$ cat src/include/fifo_consts.svh
// Register offsets, field positions and sizes of the shared byte buffer
`ifndef FIFO_CONSTS_SVH
`define FIFO_CONSTS_SVH
`define REG_DATA 8'h00
`define REG_CONTROL 8'h01
`define REG_THRESH_HI 8'h02
`define REG_THRESH_LO 8'h03
`define REG_FILL 8'h04
`define REG_IRQ_STATUS 8'h05
`define REG_IRQ_ENABLE 8'h06
`define CTRL_CLEAR_BIT 0
`define CTRL_CAP_BIT 1
`define CTRL_FILL_HI_BIT 2
`define CTRL_NEAR_EMPTY_BIT 3
`define CTRL_NEAR_FULL_BIT 4
`define CTRL_FILL_TOP_BIT 5
`define THRESH_HI_BIT 2
`define IRQ_ERR_BIT 0
`define IRQ_NEAR_EMPTY_BIT 1
`define IRQ_NEAR_FULL_BIT 2
`define IRQ_WIDTH 3
`define DEPTH_FULL 512
`define DEPTH_SMALL 255
`define THRESH_RESET 10'h008
`endif

$ cat src/include/fifo_pkg.sv
// Types for the shared byte buffer
`default_nettype none
package fifo_pkg;
   typedef logic [9:0] level_t;
   typedef logic [7:0] byte_t;
endpackage
`default_nettype wire

$ cat src/design/byte_store.sv
// Byte storage array with pointers, fill count and flush
`default_nettype none
`include "fifo_consts.svh"
module byte_store #(
   parameter int DEPTH = `DEPTH_FULL
) (
   // Clock, reset, enable
   input wire logic pclk,
   input wire logic presetn,
   input wire logic ce,
   // Control
   input wire logic clear,
   input wire logic small_cap,
   // Write side
   input wire logic wr_en,
   input wire fifo_pkg::byte_t wr_data,
   // Read side
   input wire logic rd_en,
   output fifo_pkg::byte_t rd_data,
   // Status
   output fifo_pkg::level_t count,
   output logic full,
   output logic empty
);
   fifo_pkg::byte_t mem [DEPTH];
   logic [8:0] wptr_r;
   logic [8:0] rptr_r;
   fifo_pkg::level_t count_r;
   fifo_pkg::level_t cap;
   logic do_wr;
   logic do_rd;

   assign cap = small_cap ? 10'(`DEPTH_SMALL) : 10'(DEPTH);
   assign full = (count_r >= cap);
   assign empty = (count_r == 10'h000);
   // Full write dropped, contents untouched
   assign do_wr = wr_en && !full;
   assign do_rd = rd_en && !empty;
   assign count = count_r;
   assign rd_data = mem[rptr_r];

   always_ff @(posedge pclk) begin
      if (ce && do_wr) begin
         mem[wptr_r] <= wr_data;
      end
   end

   // Pointer wrap at the selected capacity keeps 255-byte mode contiguous
   always_ff @(posedge pclk or negedge presetn) begin
      if (!presetn) begin
         wptr_r <= 9'h000;
         rptr_r <= 9'h000;
         count_r <= 10'h000;
      end else if (ce) begin
         if (clear) begin
            wptr_r <= 9'h000;
            rptr_r <= 9'h000;
            count_r <= 10'h000;
         end else begin
            if (do_wr) begin
               wptr_r <= (10'(wptr_r) + 10'h001 >= cap) ? 9'h000 : wptr_r + 9'h001;
            end
            if (do_rd) begin
               rptr_r <= (10'(rptr_r) + 10'h001 >= cap) ? 9'h000 : rptr_r + 9'h001;
            end
            count_r <= count_r + 10'(do_wr) - 10'(do_rd);
         end
      end
   end
endmodule // byte_store
`default_nettype wire

$ cat src/design/shared_fifo.sv
// Shared byte buffer with threshold flags, APB registers and interrupt
// Notes on behaviour
// - One byte-wide 512-entry buffer carries data both ways between host and command engine.
// - Capacity can be cut to 255 bytes so that count and threshold fit in one byte.
// - In 512-byte mode count and threshold each take two register bytes.
// - The command engine may read or write the buffer while a command runs.
// - Writing one to the clear bit resets both pointers and zeroes the fill count.
// - After a clear the buffer takes a full load again, 512 or 255 bytes.
// - Each write adds one and each read subtracts one from the fill count, readable any time.
// - In 512-byte mode the count's top bit sits in the buffer control register.
// - One threshold, bit 2 of register 02h plus register 03h, sets both alerts.
// - Near-full is one when capacity minus fill count is at most the threshold.
// - Near-empty is one when the fill count is at most the threshold.
// - A write into a full buffer sets the overflow flag, seen as the error interrupt flag.
// - With its enable set, the interrupt pin rises when near-empty turns to one.
// - With its enable set, the interrupt pin rises when near-full turns to one.
//
// The APB interface to the registers was decided locally.
`default_nettype none
`include "fifo_consts.svh"
module shared_fifo #(
   parameter int DEPTH = `DEPTH_FULL
) (
   // Clock, reset, enable
   input wire logic pclk,
   input wire logic presetn,
   input wire logic ce,
   // APB slave
   input wire logic psel,
   input wire logic penable,
   input wire logic pwrite,
   input wire logic [7:0] paddr,
   input wire logic [31:0] pwdata,
   output logic [31:0] prdata,
   output logic pready,
   output logic pslverr,
   // Command engine port
   input wire logic eng_wr,
   input wire fifo_pkg::byte_t eng_wdata,
   input wire logic eng_rd,
   output fifo_pkg::byte_t eng_rdata,
   // Status and interrupt
   output logic irq,
   output logic near_full_flag,
   output logic near_empty_flag
);
   logic capacity_select_r;
   fifo_pkg::level_t threshold_level_r;
   logic [`IRQ_WIDTH-1:0] interrupt_status_0_r;
   logic [`IRQ_WIDTH-1:0] interrupt_enable_0_r;
   logic near_full_d_r;
   logic near_empty_d_r;
   logic [31:0] rdata_nxt;
   logic addr_ok;
   logic setup;
   logic acc_wr;
   logic acc_rd;
   logic host_wr;
   logic host_rd;
   logic clear;
   logic st_full;
   logic st_empty;
   fifo_pkg::level_t fill_count_bits;
   fifo_pkg::level_t cap;
   fifo_pkg::byte_t rd_byte;
   logic near_full_c;
   logic near_empty_c;
   logic overflow_ev;
   logic [`IRQ_WIDTH-1:0] ev;

   // One-cycle access: pready rises in the cycle after setup
   assign setup = psel && !penable;
   assign addr_ok = (paddr[1:0] == 2'b00) && (paddr <= `REG_IRQ_ENABLE * 8'h04);
   assign acc_wr = psel && penable && pready && pwrite && addr_ok;
   assign acc_rd = psel && penable && pready && !pwrite && addr_ok;
   // Host and engine share one buffer; host is trusted to stay out of a running command
   // so in a simultaneous write the engine's byte goes in and the host's is dropped
   assign host_wr = acc_wr && (paddr == `REG_DATA * 8'h04) && !eng_wr;
   assign host_rd = acc_rd && (paddr == `REG_DATA * 8'h04) && !eng_rd;
   assign clear = acc_wr && (paddr == `REG_CONTROL * 8'h04) && pwdata[`CTRL_CLEAR_BIT];

   byte_store #(
      .DEPTH(DEPTH)
   ) u_store (
      .pclk(pclk),
      .presetn(presetn),
      .ce(ce),
      .clear(clear),
      .small_cap(capacity_select_r),
      .wr_en(eng_wr || host_wr),
      .wr_data(eng_wr ? eng_wdata : fifo_pkg::byte_t'(pwdata[7:0])),
      .rd_en(eng_rd || host_rd),
      .rd_data(rd_byte),
      .count(fill_count_bits),
      .full(st_full),
      .empty(st_empty)
   );

   assign cap = capacity_select_r ? 10'(`DEPTH_SMALL) : 10'(DEPTH);
   assign near_full_c = ((cap - fill_count_bits) <= threshold_level_r);
   assign near_empty_c = (fill_count_bits <= threshold_level_r);
   assign overflow_ev = st_full && ((eng_wr || host_wr) && !clear);

   // Events: overflow, rising near-empty, rising near-full
   assign ev[`IRQ_ERR_BIT] = overflow_ev;
   assign ev[`IRQ_NEAR_EMPTY_BIT] = near_empty_c && !near_empty_d_r;
   assign ev[`IRQ_NEAR_FULL_BIT] = near_full_c && !near_full_d_r;

   always_ff @(posedge pclk or negedge presetn) begin
      if (!presetn) begin
         pready <= 1'b0;
         pslverr <= 1'b0;
      end else if (ce) begin
         pready <= setup;
         pslverr <= setup && !addr_ok;
      end
   end

   always_ff @(posedge pclk or negedge presetn) begin
      if (!presetn) begin
         capacity_select_r <= 1'b0;
         threshold_level_r <= `THRESH_RESET;
         interrupt_enable_0_r <= '0;
      end else if (ce && acc_wr) begin
         case (paddr)
            `REG_CONTROL * 8'h04: begin
               capacity_select_r <= pwdata[`CTRL_CAP_BIT];
            end
            `REG_THRESH_HI * 8'h04: begin
               // Upper threshold bit still counts in 255-byte mode, where setting it holds both alerts at one
               threshold_level_r[9:8] <= {1'b0, pwdata[`THRESH_HI_BIT]};
            end
            `REG_THRESH_LO * 8'h04: begin
               threshold_level_r[7:0] <= pwdata[7:0];
            end
            `REG_IRQ_ENABLE * 8'h04: begin
               interrupt_enable_0_r <= pwdata[`IRQ_WIDTH-1:0];
            end
            default: begin
            end
         endcase
      end
   end

   // Sticky status, write one to clear; a new event wins over the clear
   always_ff @(posedge pclk or negedge presetn) begin
      if (!presetn) begin
         interrupt_status_0_r <= '0;
         near_full_d_r <= 1'b0;
         near_empty_d_r <= 1'b1;
      end else if (ce) begin
         near_full_d_r <= near_full_c;
         near_empty_d_r <= near_empty_c;
         if (acc_wr && paddr == `REG_IRQ_STATUS * 8'h04) begin
            interrupt_status_0_r <= (interrupt_status_0_r & ~pwdata[`IRQ_WIDTH-1:0]) | ev;
         end else begin
            interrupt_status_0_r <= interrupt_status_0_r | ev;
         end
      end
   end

   always_ff @(posedge pclk or negedge presetn) begin
      if (!presetn) begin
         irq <= 1'b0;
         near_full_flag <= 1'b0;
         near_empty_flag <= 1'b1;
         eng_rdata <= 8'h00;
      end else if (ce) begin
         irq <= |(interrupt_status_0_r & interrupt_enable_0_r);
         near_full_flag <= near_full_c;
         near_empty_flag <= near_empty_c;
         eng_rdata <= rd_byte;
      end
   end

   always_comb begin
      rdata_nxt = 32'h0000_0000;
      case (paddr)
         `REG_DATA * 8'h04: begin
            rdata_nxt[7:0] = rd_byte;
         end
         `REG_CONTROL * 8'h04: begin
            rdata_nxt[`CTRL_CAP_BIT] = capacity_select_r;
            rdata_nxt[`CTRL_FILL_HI_BIT] = fill_count_bits[8];
            // A full 512-byte load needs count bit 9 as well, or it would read as empty
            rdata_nxt[`CTRL_FILL_TOP_BIT] = fill_count_bits[9];
            rdata_nxt[`CTRL_NEAR_EMPTY_BIT] = near_empty_c;
            rdata_nxt[`CTRL_NEAR_FULL_BIT] = near_full_c;
         end
         `REG_THRESH_HI * 8'h04: begin
            rdata_nxt[`THRESH_HI_BIT] = threshold_level_r[8];
         end
         `REG_THRESH_LO * 8'h04: begin
            rdata_nxt[7:0] = threshold_level_r[7:0];
         end
         `REG_FILL * 8'h04: begin
            rdata_nxt[7:0] = fill_count_bits[7:0];
         end
         `REG_IRQ_STATUS * 8'h04: begin
            rdata_nxt[`IRQ_WIDTH-1:0] = interrupt_status_0_r;
         end
         `REG_IRQ_ENABLE * 8'h04: begin
            rdata_nxt[`IRQ_WIDTH-1:0] = interrupt_enable_0_r;
         end
         default: begin
            rdata_nxt = 32'h0000_0000;
         end
      endcase
   end

   // Read data registered at setup so the access cycle presents it from a flip-flop
   always_ff @(posedge pclk or negedge presetn) begin
      if (!presetn) begin
         prdata <= 32'h0000_0000;
      end else if (ce && setup && !pwrite) begin
         prdata <= rdata_nxt;
      end
   end
endmodule // shared_fifo
`default_nettype wire

$ cat config.mk
export PLATFORM = sky130hd
export DESIGN_NAME = shared_fifo
export DESIGN_NICKNAME = d
export VERILOG_FILES = /design/src/include/fifo_pkg.sv /design/src/design/byte_store.sv /design/src/design/shared_fifo.sv
export VERILOG_INCLUDE_DIRS = /design/src /design/src/include
export SDC_FILE = /design/constraint.sdc
export NUM_CORES = 2
export LEC_CHECK = 0
export ABC_AREA = 1
export BUFFER_PORTS_ARGS = -buffer_cell sky130_fd_sc_hd__buf_2
export CORE_MARGIN = 1.5
export CORE_UTILIZATION = 30
export CTS_CLUSTER_SIZE = 10
export DETAILED_ROUTE_END_ITERATION = 10
export REMOVE_ABC_BUFFERS = 1
export SLEW_MARGIN = 10
export SYNTH_ARGS = -nofsm -noshare
export SYNTH_HDL_FRONTEND = slang
export SYNTH_SLANG_ARGS = --single-unit
$ cat constraint.sdc
create_clock -name pclk -period 5.5 [get_ports pclk]
set_input_delay 0 -clock pclk [delete_from_list [all_inputs] [get_ports pclk]]
set_output_delay 0 -clock pclk [all_outputs]
set_load 0.02 [all_outputs]
==> flow_metrics.env <==
export IMPL_violations="negative setup slack"
export IMPL_clock_fmax_mhz=179
export IMPL_max_stage_delay_ns=0.80
export IMPL_crit_top_cell="dlygate4sd3_1"
export IMPL_ctsRootBufferMaster="clkbuf_16"
export IMPL_synth_top_family_by_area="simple AND/OR/NAND/NOR gates"
export IMPL_min_period_ns=5.58
export IMPL_crit_family="simple AND/OR/NAND/NOR gates"
export IMPL_cp_endpoint="u_store.mem[386][4]"
export IMPL_reg2reg_slack_ns=0.32
export IMPL_clock_latency_ns=1.02
export IMPL_start_util=0.301
export IMPL_status="finished with violations"
export IMPL_synth_edff_count=4096
export IMPL_seq_area_frac_synth=0.731
export IMPL_synth_fa_ha_area_frac=0.00493
export IMPL_first_pass_iters=8
export IMPL_power_leakage_nw=65.0
export IMPL_grt_pass1_vias=106271
export IMPL_synth_xor_area_frac=0.00123
export IMPL_peakVddDrop_mv=0.479
export IMPL_synthesis_instances=14567
export IMPL_grt_ovfl_total=0
export IMPL_powerDensity_nw_per_um2=458
export IMPL_placed_cells=21375
export IMPL_cts_sinks=4161
export IMPL_grt_max_degree=198
export IMPL_crit_path_start_kind="input pin"
export IMPL_setup_viol=98
export IMPL_drcViolationCount=0
export IMPL_antenna_found_initial=18
export IMPL_hp_class="input pin to flop"
export IMPL_clkTransAtPathRegs_ns=0.06
export IMPL_finalSetupTns_ns=-3.32
export IMPL_cp_slowest_cell="nor2_1"
export IMPL_nFillCells=55263
export IMPL_synth_area_leaders="edfxtp_1, nand3_1, nand2_1"
export IMPL_drive_above_1_share=0.0619
export IMPL_yosysUniqueCellTypes=53
export IMPL_reg2reg_to="u_store.mem[386][4]"
export IMPL_worst_pin_slew_ns=1.25
export IMPL_drt_iter0_drc=12677
export IMPL_reg2reg_depth=13
export IMPL_synth_top_cell_by_area="edfxtp_1"
export IMPL_critPathLaunch="paddr[0]"
export IMPL_worstSetupEndpointType="flop"
export IMPL_synthesis_area_sq_um=170000
export IMPL_cts_buffers=461
export IMPL_routabilityCongestion=0.876
export IMPL_crit_chain="dlygate4sd3_1 > buf_2 > dlygate4sd3_1 > nor2_2 > dlygate4sd3_1 > inv_1 > nor2_2 > nand2_2 > o211ai_2 > nand2_1 > dlygate4sd3_1 > inv_2 > nand3_2 > o21ai_2 > inv_2 > nor2_4 > nand2_4 > nor2_4 > nand2_1 > nor2_1"
export IMPL_yosysTopAreaCellShare=0.721
export IMPL_fp_dieH_um=757
export IMPL_fp_dieW_um=757
export IMPL_path_class="input pin to flop"
export IMPL_routed_wl_um=479000
export IMPL_detail_route_wl_per_cell_um=21.7
export IMPL_vias=111267
export IMPL_grt_first_pass_wirelength_um=701000
export IMPL_drv_cap=0
export IMPL_num_rows=276
export IMPL_synth_compound_area_frac=0.00467
export IMPL_final_max_slew_violation_count=0
export IMPL_postRouteAntennaNets=0
export IMPL_setup_ws_ns=-0.0794
export IMPL_htreeDepth=5
export IMPL_yosys_area_share_simple=0.231
export IMPL_io_pins=101
export IMPL_syn_to_final_growth_pct=13.0
export IMPL_ys_warn_count=0
export IMPL_post_cts_buffers=0
export IMPL_crit_cells=20
export IMPL_hold_viol=0
export IMPL_whs_ns=0.121
export IMPL_placed_area_sq_um=179000
export IMPL_async_flop_share=0.0156
export IMPL_post_route_period_util=1.01
export IMPL_via_per_inst=5.05
export IMPL_syn_area_per_cell_sq_um=11.7
export IMPL_synthMuxAreaShare=0
export IMPL_worstPathRequired_ns=6.08
export IMPL_grt_setup_unrepaired="yes"
export IMPL_cp_arrival_ns=6.16
export IMPL_path_buf_inv=8
export IMPL_portBuffers=52
export IMPL_track_usage=0.161
export IMPL_finClkSkew_ns=0.0788
export IMPL_cts_tree="yes"
export IMPL_ys_ff_latch=4161
export IMPL_critPathMaxFanout=16
export IMPL_core_sq_um=566000
export IMPL_final_cells=22045
export IMPL_ctsLongestPathBuffers=4
export IMPL_die_area_sq_um=573000
export IMPL_place_hpwl_um=267000
export IMPL_synth_top_flop_cell="edfxtp_1"
export IMPL_reg2reg_from="capacity_select_r"
export IMPL_finalInstanceArea_sq_um=193000
export IMPL_nets=14520
export IMPL_max_slew_margin=0.164
-- where the power goes --
group          internal (mW)  switching (mW)
combinational           6.50            19.1
sequential              35.3           0.302
clock                   15.3            11.9
total                   57.0            31.3
-- metal layers --
metal / GRT usage / vias to the layer above / share of wire / routed length, um
li1: - / 51182 / - / -
met1: 0.215 / 54457 / 0.41 / 197000
met2: 0.261 / 4762 / 0.47 / 223000
met3: 0.0278 / 862 / 0.082 / 39300
met4: 0.0643 / 4 / 0.042 / 20100
met5: 0 / - / 0.000044 / 21
-- flip-flops by register name, indices dropped and copies added (netlist names), 3 cells and up --
name	cells
interrupt_status_0_r	3
interrupt_enable_0_r	3
u_store.wptr_r	9
prdata	8
u_store.rptr_r	9
u_store.count	10
u_store.mem	4096
threshold_level_r	9
eng_rdata	8
-- metrics by stage --
step / utilization / setup slack (ns) / total power [mW]
CTS: 0.340 / 0.0887 / 88.4
finish: 0.341 / -0.0794 / 88.3
floorplan: - / -177.78 / 48.7
detailed placement: 0.317 / 0.437 / 61.4
global route: 0.340 / -0.133 / 91.7
global placement: 0.317 / 0.463 / 61.3
-- layout by cell type (no fill, tap or decap), drive strengths merged, types with 63 or more instances in the layout --
cell	n
nand2	4272
nand3	4135
edfxtp	4096
nor2	584
clkbuf	559
buf	287
inv	136
o21ai	68
dlygate4sd3	65
ha	64
dfrtp	63
-- timing repair --
action | 4_1_cts | 5_1_grt
resized for setup | 0 | 42
hold endpoints to repair | 702 | 0
setup endpoints to repair | 0 | 488
hold buffers | 66 | 0
-- worst min-delay path by stage --
| stage | from | end | slack [ns] | cells past startpoint |
|---|---|---|---|---|
| after floorplan | presetn | capacity_select_r | -0.30 | 0 |
| after global placement | presetn | pslverr | 0.20 | 1 |
| after detailed placement | presetn | pslverr | 0.20 | 1 |
| after CTS | presetn | threshold_level_r[3] | 0.07 | 3 |
| after global routing | eng_rd | u_store.count[0] | 0.13 | 8 |
| final | eng_rd | u_store.count[0] | 0.12 | 8 |
-- synthesized netlist by cell type (all sizes together) (2+ instances only) --
cell	n
dfstp	2
buf	391
o221ai	2
o211ai	4
a31oi	10
clkinv	20
dfrtp	63
nor3	19
o21ai	68
edfxtp	4096
fa	2
inv	120
nand3	4135
nor2	584
nor3b	2
o22ai	12
or2	2
o31ai	2
nand4	9
xnor2	6
ha	64
a21oi	35
o21a	2
nand2	4272
xor2	18
clkbuf	616
-- kinds of logic (layout without fill, tap and decap cells) --
kind of cell	after synthesis	in the layout
fa+ha+maj	66	66
other cells	1	35
simple gates	9026	9026
xor+xnor	24	24
compound gates	142	142
flops	4161	4161
buf+inv	1147	1085
-- cell type report --
type	count	area, sq um	area share
sequential	4161	125000	0.647
multi-input combinational	9282	41500	0.216
clock buffer	559	12100	0.0626
tap	7506	9390	0.0488
timing repair buffer	352	3770	0.0196
clock inverter	34	609	0.00316
inverter	140	588	0.00305
antenna	11	27.5	0.000143
-- worst min-delay path, delay by kind of cell --
family | cells | cell delay, ns
AO/OA/AOI/OAI | 3 | 0.45
adder cells (fa/ha/maj) | 2 | 0.38
buffers and inverters | 2 | 0.14
AND/OR/NAND/NOR | 1 | 0.05
Power figures use the tool's default switching activity.
